[config.mk]
export PLATFORM = sky130hd
export DESIGN_NAME = pptc_top
export DESIGN_NICKNAME = d
export VERILOG_FILES = /design/src/pptc_pkg.sv /design/src/pptc_top.sv /design/src/pptc_reg.sv
export SDC_FILE = /design/constraint.sdc
export NUM_CORES = 1
export LEC_CHECK = 0
export BUFFER_PORTS_ARGS = -buffer_cell sky130_fd_sc_hd__buf_4
export CORE_MARGIN = 2
export CORE_UTILIZATION = 46
export DETAILED_ROUTE_END_ITERATION = 10
export GPL_TIMING_DRIVEN = 0
export PLACE_DENSITY_LB_ADDON = 0.12
export SLEW_MARGIN = 40
export SYNTH_ARGS = -nofsm -noshare
export SYNTH_HDL_FRONTEND = slang
export SYNTH_SLANG_ARGS = --single-unit
export TNS_END_PERCENT = 1
[constraint.sdc]
create_clock -name clk_in -period 1.7 [get_ports clk_in]
set_input_delay 0.085 -clock clk_in [delete_from_list [all_inputs] [get_ports clk_in]]
set_output_delay 0.085 -clock clk_in [all_outputs]
set_load 0.02 [all_outputs]
[src/pptc_pkg.sv]
// Package for the physical-layer port test control register bank.
// Assumes a 12-bit configuration byte address and 32-bit data words.
package pptc_pkg;
    // ------------------------------------------------------------
    // Register offsets
    // ------------------------------------------------------------
    localparam logic [11:0] PPTC_OFF_SPEED_DEEMPH = 12'h208;
    localparam logic [11:0] PPTC_OFF_COMPLIANCE   = 12'h20c;
    localparam logic [11:0] PPTC_OFF_EVEN_CMD     = 12'h220;
    localparam logic [11:0] PPTC_OFF_ODD_CMD      = 12'h224;
    localparam logic [11:0] PPTC_OFF_EVEN_HOLD    = 12'h230;

    // ------------------------------------------------------------
    // Field positions and masks
    // ------------------------------------------------------------
    localparam int PPTC_SPEED_LSB    = 0;
    localparam int PPTC_DEEMPH_LSB   = 16;
    localparam int PPTC_HOLDOFF_LSB  = 0;
    localparam int PPTC_STAYIDLE_LSB = 8;
    localparam int PPTC_PATRATE_LSB  = 16;
    localparam int PPTC_CMD_LOOPBACK = 0;
    localparam int PPTC_CMD_SCRAMBLE = 1;
    localparam int PPTC_CMD_COMPRX   = 2;
    // Writable masks: reserved bits read zero
    localparam logic [31:0] PPTC_MASK_SPEED   = 32'hffff_ffff;
    localparam logic [31:0] PPTC_MASK_COMPL   = 32'h0000_ffff;
    localparam logic [31:0] PPTC_MASK_EVENCMD = 32'h7770_0077;
    localparam logic [31:0] PPTC_MASK_ODDCMD  = 32'h7770_0070;
    localparam logic [31:0] PPTC_MASK_HOLD    = 32'h00ff_e3e3;

    // ------------------------------------------------------------
    // Encodings and reset values
    // ------------------------------------------------------------
    localparam logic [15:0] PPTC_SPEED_GEN1   = 16'h0000;
    localparam logic [15:0] PPTC_SPEED_GEN2   = 16'h0001;
    localparam logic [15:0] PPTC_DEEMPH_6DB   = 16'h0000;
    localparam logic [15:0] PPTC_DEEMPH_3P5DB = 16'h0001;
    localparam logic [15:0] PPTC_COMPL_ENTER  = 16'h0001;
    localparam logic [31:0] PPTC_RESET_VALUE  = 32'h0000_0000;
endpackage

[src/pptc_top.sv]
// Physical-layer test and link-state control register bank.
// Assumes configuration accesses and side-port/EEPROM loads are on clk_in.
// Contract
// - Speed/de-emphasis word exists only on upstream port
// - Speed field: 0 gen1, 1 gen2
// - De-emphasis field: 0 -6dB, 1 -3.5dB
// - Writing 1 forces link into compliance
// - Hold-off bit forces LTSSM into Detect.Quiet
// - Stay-idle bit keeps LTSSM in Detect.Quiet
// - Bits 0,1,5,6,7 map ports 0,2,10,12,14
// - Clear hold-off bit means normal LTSSM
`timescale 1ns/100ps
`default_nettype none
module pptc_top
    import pptc_pkg::*;
#(
    parameter bit UPSTREAM = 1'b1
) (
    // Clock and reset
    input  wire logic        clk_in,
    input  wire logic        rst_n_in,
    // Configuration access
    input  wire logic        cfg_wr_in,
    input  wire logic        cfg_rd_in,
    input  wire logic [11:0] cfg_addr_in,
    input  wire logic [31:0] cfg_wdata_in,
    output logic      [31:0] cfg_rdata_out,
    output logic             cfg_rvalid_out,
    // Side-port or EEPROM load, same format as a write
    input  wire logic        load_in,
    input  wire logic [11:0] load_addr_in,
    input  wire logic [31:0] load_data_in,
    // Link test controls; speed and de-emphasis upstream only
    output logic             link_gen2_out,
    output logic             tx_deemph_select_out,
    output logic             compliance_force_out,
    // Per-port controls, index is port number 0..15, then the even pattern rate byte
    output logic      [15:0] port_loopback_request_out,
    output logic      [15:0] port_scrambler_bypass_out,
    output logic      [15:0] port_compliance_rx_request_out,
    output logic      [15:0] ltssm_hold_off_out,
    output logic      [15:0] ltssm_stay_idle_out,
    output logic      [7:0]  even_pattern_rate_out
);
    // ------------------------------------------------------------
    // Elaboration checks
    // ------------------------------------------------------------
    // Each field must fit the 32-bit word and leave its neighbour alone;
    // a package edit that broke this would alias two controls silently
    if (PPTC_SPEED_LSB + 16 > PPTC_DEEMPH_LSB) begin : g_bad_speed
        $error("speed field overlaps the de-emphasis field");
    end
    if (PPTC_DEEMPH_LSB + 16 > 32) begin : g_bad_deemph
        $error("de-emphasis field does not fit the word");
    end
    if (PPTC_STAYIDLE_LSB + 8 > PPTC_PATRATE_LSB) begin : g_bad_idle
        $error("stay-idle byte overlaps the pattern rate field");
    end
    if (PPTC_PATRATE_LSB + 8 > 32) begin : g_bad_rate
        $error("pattern rate field does not fit the word");
    end
    // The fan out packs three command bits into each four-bit group
    if (PPTC_CMD_COMPRX > 3) begin : g_bad_cmd
        $error("command bits leave their four-bit group");
    end

    // ------------------------------------------------------------
    // Write selection
    // ------------------------------------------------------------
    // Configuration write wins over a load in the same cycle
    logic        wr_any;
    logic [11:0] wr_addr;
    logic [31:0] wr_data;
    logic [31:0] speed_q;
    logic [31:0] compl_q;
    logic [31:0] evencmd_q;
    logic [31:0] oddcmd_q;
    logic [31:0] hold_q;

    assign wr_any  = cfg_wr_in | load_in;
    assign wr_addr = cfg_wr_in ? cfg_addr_in : load_addr_in;
    assign wr_data = cfg_wr_in ? cfg_wdata_in : load_data_in;

    // Word match; byte lane bits are ignored since access is whole words
    function automatic logic hit(input logic [11:0] a, input logic [11:0] off);
        hit = (a[11:2] == off[11:2]);
    endfunction

    // ------------------------------------------------------------
    // Register storage
    // ------------------------------------------------------------
    // Downstream instances keep no storage for the speed word
    pptc_reg #(.MASK(UPSTREAM ? PPTC_MASK_SPEED : 32'h0000_0000)) u_speed (
        .clk_in     (clk_in),
        .rst_n_in   (rst_n_in),
        .wr_en_in   (wr_any && hit(wr_addr, PPTC_OFF_SPEED_DEEMPH)),
        .wr_data_in (wr_data),
        .value_out  (speed_q)
    );
    pptc_reg #(.MASK(PPTC_MASK_COMPL)) u_compl (
        .clk_in     (clk_in),
        .rst_n_in   (rst_n_in),
        .wr_en_in   (wr_any && hit(wr_addr, PPTC_OFF_COMPLIANCE)),
        .wr_data_in (wr_data),
        .value_out  (compl_q)
    );
    pptc_reg #(.MASK(PPTC_MASK_EVENCMD)) u_evencmd (
        .clk_in     (clk_in),
        .rst_n_in   (rst_n_in),
        .wr_en_in   (wr_any && hit(wr_addr, PPTC_OFF_EVEN_CMD)),
        .wr_data_in (wr_data),
        .value_out  (evencmd_q)
    );
    pptc_reg #(.MASK(PPTC_MASK_ODDCMD)) u_oddcmd (
        .clk_in     (clk_in),
        .rst_n_in   (rst_n_in),
        .wr_en_in   (wr_any && hit(wr_addr, PPTC_OFF_ODD_CMD)),
        .wr_data_in (wr_data),
        .value_out  (oddcmd_q)
    );
    pptc_reg #(.MASK(PPTC_MASK_HOLD)) u_hold (
        .clk_in     (clk_in),
        .rst_n_in   (rst_n_in),
        .wr_en_in   (wr_any && hit(wr_addr, PPTC_OFF_EVEN_HOLD)),
        .wr_data_in (wr_data),
        .value_out  (hold_q)
    );

    // ------------------------------------------------------------
    // Read path
    // ------------------------------------------------------------
    // One cycle read latency; unmapped offsets read zero
    always_ff @(posedge clk_in) begin
        if (!rst_n_in) begin
            cfg_rdata_out  <= 32'h0000_0000;
            cfg_rvalid_out <= 1'b0;
        end else begin
            cfg_rvalid_out <= cfg_rd_in;
            if (!cfg_rd_in) begin
                cfg_rdata_out <= 32'h0000_0000;
            end else if (hit(cfg_addr_in, PPTC_OFF_SPEED_DEEMPH)) begin
                cfg_rdata_out <= speed_q;
            end else if (hit(cfg_addr_in, PPTC_OFF_COMPLIANCE)) begin
                cfg_rdata_out <= compl_q;
            end else if (hit(cfg_addr_in, PPTC_OFF_EVEN_CMD)) begin
                cfg_rdata_out <= evencmd_q;
            end else if (hit(cfg_addr_in, PPTC_OFF_ODD_CMD)) begin
                cfg_rdata_out <= oddcmd_q;
            end else if (hit(cfg_addr_in, PPTC_OFF_EVEN_HOLD)) begin
                cfg_rdata_out <= hold_q;
            end else begin
                cfg_rdata_out <= 32'h0000_0000;
            end
        end
    end

    // ------------------------------------------------------------
    // Link test decode
    // ------------------------------------------------------------
    // Only the documented codes act; other codes behave as value 0
    always_ff @(posedge clk_in) begin
        if (!rst_n_in) begin
            link_gen2_out        <= 1'b0;
            tx_deemph_select_out <= 1'b0;
            compliance_force_out <= 1'b0;
        end else begin
            link_gen2_out        <= UPSTREAM &&
                (speed_q[PPTC_SPEED_LSB +: 16] == PPTC_SPEED_GEN2);
            tx_deemph_select_out <= UPSTREAM &&
                (speed_q[PPTC_DEEMPH_LSB +: 16] == PPTC_DEEMPH_3P5DB);
            compliance_force_out <= (compl_q[15:0] == PPTC_COMPL_ENTER);
        end
    end

    // ------------------------------------------------------------
    // Per-port fan out
    // ------------------------------------------------------------
    // Port p sits in nibble p/2 of the even or odd command word
    logic [15:0] lb_d;
    logic [15:0] sb_d;
    logic [15:0] cr_d;
    logic [15:0] ho_d;
    logic [15:0] si_d;

    always_comb begin
        for (int p = 0; p < 16; p++) begin
            lb_d[p] = (p % 2 == 0) ? evencmd_q[(p/2)*4 + PPTC_CMD_LOOPBACK]
                                   : oddcmd_q[(p/2)*4 + PPTC_CMD_LOOPBACK];
            sb_d[p] = (p % 2 == 0) ? evencmd_q[(p/2)*4 + PPTC_CMD_SCRAMBLE]
                                   : oddcmd_q[(p/2)*4 + PPTC_CMD_SCRAMBLE];
            cr_d[p] = (p % 2 == 0) ? evencmd_q[(p/2)*4 + PPTC_CMD_COMPRX]
                                   : oddcmd_q[(p/2)*4 + PPTC_CMD_COMPRX];
            ho_d[p] = 1'b0;
            si_d[p] = 1'b0;
        end
        // Bit b of each byte serves even port 2*b
        for (int b = 0; b < 8; b++) begin
            ho_d[2*b] = hold_q[PPTC_HOLDOFF_LSB + b];
            si_d[2*b] = hold_q[PPTC_STAYIDLE_LSB + b];
        end
    end

    always_ff @(posedge clk_in) begin
        if (!rst_n_in) begin
            port_loopback_request_out      <= 16'h0000;
            port_scrambler_bypass_out      <= 16'h0000;
            port_compliance_rx_request_out <= 16'h0000;
            ltssm_hold_off_out             <= 16'h0000;
            ltssm_stay_idle_out            <= 16'h0000;
            even_pattern_rate_out          <= 8'h00;
        end else begin
            port_loopback_request_out      <= lb_d;
            port_scrambler_bypass_out      <= sb_d;
            port_compliance_rx_request_out <= cr_d;
            ltssm_hold_off_out             <= ho_d;
            ltssm_stay_idle_out            <= si_d;
            even_pattern_rate_out          <= hold_q[PPTC_PATRATE_LSB +: 8];
        end
    end
endmodule
`default_nettype wire

[src/pptc_reg.sv]
// Single masked read-write register word with reset to zero.
// Assumes write strobe and data come from the same clock domain.
`timescale 1ns/100ps
`default_nettype none
module pptc_reg
    import pptc_pkg::*;
#(
    parameter logic [31:0] MASK = 32'hffff_ffff
) (
    // Clock and reset
    input  wire logic        clk_in,
    input  wire logic        rst_n_in,
    // Write side
    input  wire logic        wr_en_in,
    input  wire logic [31:0] wr_data_in,
    // Stored value
    output logic      [31:0] value_out
);
    // ------------------------------------------------------------
    // Storage
    // ------------------------------------------------------------
    // Reserved bits are never stored, so they always read zero
    always_ff @(posedge clk_in) begin
        if (!rst_n_in) begin
            value_out <= PPTC_RESET_VALUE;
        end else if (wr_en_in) begin
            value_out <= wr_data_in & MASK;
        end
    end
endmodule
`default_nettype wire

==> out/metrics.yaml <==
pwr:
  vdd_drop_max_uv: 696
  power_density_mw_per_mm2: 954
  p_leak_uw: 0.00491
  total_power_uw: 9000
synth:
  async_flop_share_pct: 0
  ys_seq_area_share_pct: 49.0
  yosys_warnings: 0
  ys.flop_type: "dfxtp_1"
  syn_area_sq_mm: 0.00710
  yosysMostFrequentCell: "dfxtp_1"
  synthTopCellsByCount: "dfxtp_1, nand2_1, mux2i_1"
  yosys-top-cells-area: "dfxtp_1, mux2i_1, nand2_1"
  syn_area_per_cell_sq_um: 9.85
  syn_inst: 721
  netlist.area_leader.share_pct: 49.0
  synth_area_leader_cell: "dfxtp_1"
  synth_cell_types: 54
  synth_edf_count: 0
  ys_ff_latch: 174
clocking:
  cts-root-buf: "clkbuf_16"
  path_clk_slew_ns: 0.06
  hold_buffers: 0
  clk_latency_ns: 0.43
  cts_setup_buffers: 0
  htreeDepth: 4
  clock_sinks: 174
  clockBufferDepth: 2
  cts_tree: "built"
  cts_buffers: 17
cells_and_area:
  utilization_pct: 62.3
  synthToLayoutAreaGrowth_pct: 32.8
  layout.nets: 1042
  fin_cells: 1150
  drive_above_1_share_pct: 31.9
  diodes: 0
run:
  cap_viol_max_count: 0
timing:
  fin_crit_sh_pct: 93.0
  drv_slew: 0
  final-hold-violation-count: 0
  rsz0062_at_grt: "no"
  period_minus_slack_ns: 1.58
  fin_skew_ns: 0.00750
  fin_ws_ns: 0.119
  tightestPinTransition_ns: 0.844
  max-slew-margin-rel_pct: 43.8
  max_freq_mhz: 632
  setup_viol: 0
  whs_ns: 0.0682
worst_setup_path:
  worstSetupPathType: "primary input to flip-flop"
  critical_path_arrival_ns: 1.91
  rrSetupSlack_ns: 0.37
  critical_path.top_delay_family: "simple AND/OR/NAND/NOR gates"
  critPathRequiredTime_ns: 2.03
  r2r_start: "u_speed.value_out[3]"
  critical_path.max_stage_delay_ns: 0.57
  end_kind: "flip-flop"
  cpMaxStageDelayCell: "or4b_1"
  path_buf_inv: 3
  regToRegEndpoint: "link_gen2_out"
  worstSetupStartpointType: "primary input"
  rr_worst_depth: 4
  crit_fanout: 10
  path_cells: "buf_4 -> or4b_1 -> buf_2 -> nor4_4 -> clkbuf_4 -> nand2_1 -> o21ai_0"
drt:
  firstDrtPassIters: 5
  vias_per_cell: 4.93
  drc: 0
  wire_per_inst_um: 16.3
  routed_wl_um: 18800
  postRouteAntennaNets: 0
  vias: 5675
  drt_iter0_markers: 365
floorplanning:
  fp.dieH_um: 128
  dieWidth_um: 128
  die_area_sq_mm: 0.0165
  core_area_sq_mm: 0.0151
  num_rows: 45
  io_pins: 217
  start_util_pct: 46.9
global_routing:
  antenna_found_initial: 0
  grt_max_degree: 17
  grt_pass1_vias: 5180
  overflow: 0
  globalRouteTotalUtil_pct: 22.9
  grt_pass1_wl_um: 28300
run_status:
  status: "finished, final reports clean"
min_path:
  hold_class: "primary input to flip-flop"
  min_path_cells: 4
  hold_end: "cfg_rdata_out[30]"
  min_from: "cfg_addr_in[4]"
placement:
  dpl_worst_slack_ns: -0.522
  gp_congestion: 0.856
  io_buffers: 167
  place_inst: 1118
  dp_hpwl_um: 14100
-- what timing repair did --
action                                  4_1_cts  5_1_grt
endpoints found under the setup margin       15       22
pin swaps                                     0        2
hold endpoints to repair                      0        0
gates resized for setup                       2        3
-- area by class of cell --
class,instances,area (sq um)
fill,1331,5710
inverter,54,203
sequential,174,3480
tap,188,235
clock inverter,8,150
timing repair buffer,167,1250
clock buffer,24,502
multi-input combinational,454,3080
buffer,81,531
-- worst max-delay path by stage --
stage / start / to / cells after the start
2_1_floorplan: cfg_wr_in / u_compl.value_out[5] / 6
3_3_place_gp: cfg_addr_in[6] / cfg_rdata_out[24] / 6
3_5_place_dp: cfg_addr_in[6] / cfg_rdata_out[25] / 6
4_1_cts: cfg_addr_in[6] / cfg_rdata_out[20] / 7
5_1_grt: cfg_addr_in[5] / cfg_rdata_out[22] / 6
6_report: cfg_addr_in[6] / cfg_rdata_out[21] / 7
-- cells by family (layout without fill, tap and decap cells) --
logic type,after synthesis,in the layout,share of synthesized area (%)
flip-flops,174,174,49.0
multiplexers,144,144,20.9
buffers and inverters,135,334,10.2
AND/OR/NAND/NOR,217,217,14.6
other,1,43,0.0528
AO/OA/AOI/OAI,50,50,5.11
-- through the flow --
| stage | area (sq um) | TNS, ns |
|---|---|---|
| after global placement | 8750 | -36.61 |
| final | 9430 | 0 |
| after CTS | 9420 | 0 |
| after global routing | 9430 | 0 |
| after floorplan | 7260 | 0 |
| after detailed placement | 8750 | -36.86 |
-- placed cells by master, fill, tap and decap left out, types with 3 or more instances in the layout --
master     instances
a21oi_1            4
nor4_1             7
nand4_1            4
o22ai_1            3
or4b_1             3
mux2i_1          107
clkbuf_16         17
clkbuf_8           5
a221oi_1           6
dfxtp_1          174
buf_1              3
nand3_1            4
nor2b_1            5
inv_1             54
nor2_1            14
nand2_1          148
nor4b_1            6
o21ai_0           16
mux2_2            37
conb_1            43
clkbuf_1          21
buf_4            211
a22o_1             5
buf_2              7
bufinv_16          4
buf_6              6
-- report_power, final --
group / switching (uW) / total [uW] / leakage (uW) / internal [uW]
Combinational: 369 / 681 / 0.00319 / 312
Clock: 1580 / 4240 / 0.000317 / 2660
Sequential: 1.79 / 4080 / 0.00140 / 4080
Total: 1950 / 9000 / 0.00491 / 7060
-- worst reg2reg max path: stages, from the launching register on --
cell,delay [ns]
dfxtp_1,0.33
nor4_1,0.30
and4b_1,0.23
nand4_1,0.15
nor4_1,0.22
-- layer usage --
metal | up-vias | routed length (um) | share of wire (%) | global-route usage, %
met3 | 22 | 1170 | 6.2 | 4.80
li1 | 2790 | - | - | -
met4 | 0 | 298 | 1.6 | 7.37
met2 | 198 | 8680 | 46 | 36.6
met5 | - | 0 | 0 | 0
met1 | 2665 | 8620 | 46 | 30.9
-- registers in the layout, summed over array words and instances (netlist names), 5 cells and up --
name / count
port_loopback_request_out: 9
even_pattern_rate_out: 8
u_compl.value_out: 16
u_speed.value_out: 32
u_evencmd.value_out: 15
ltssm_stay_idle_out: 5
port_compliance_rx_request_out: 9
u_hold.value_out: 18
port_scrambler_bypass_out: 9
u_oddcmd.value_out: 12
cfg_rdata_out: 32
ltssm_hold_off_out: 5
Power figures use the tool's default switching activity.
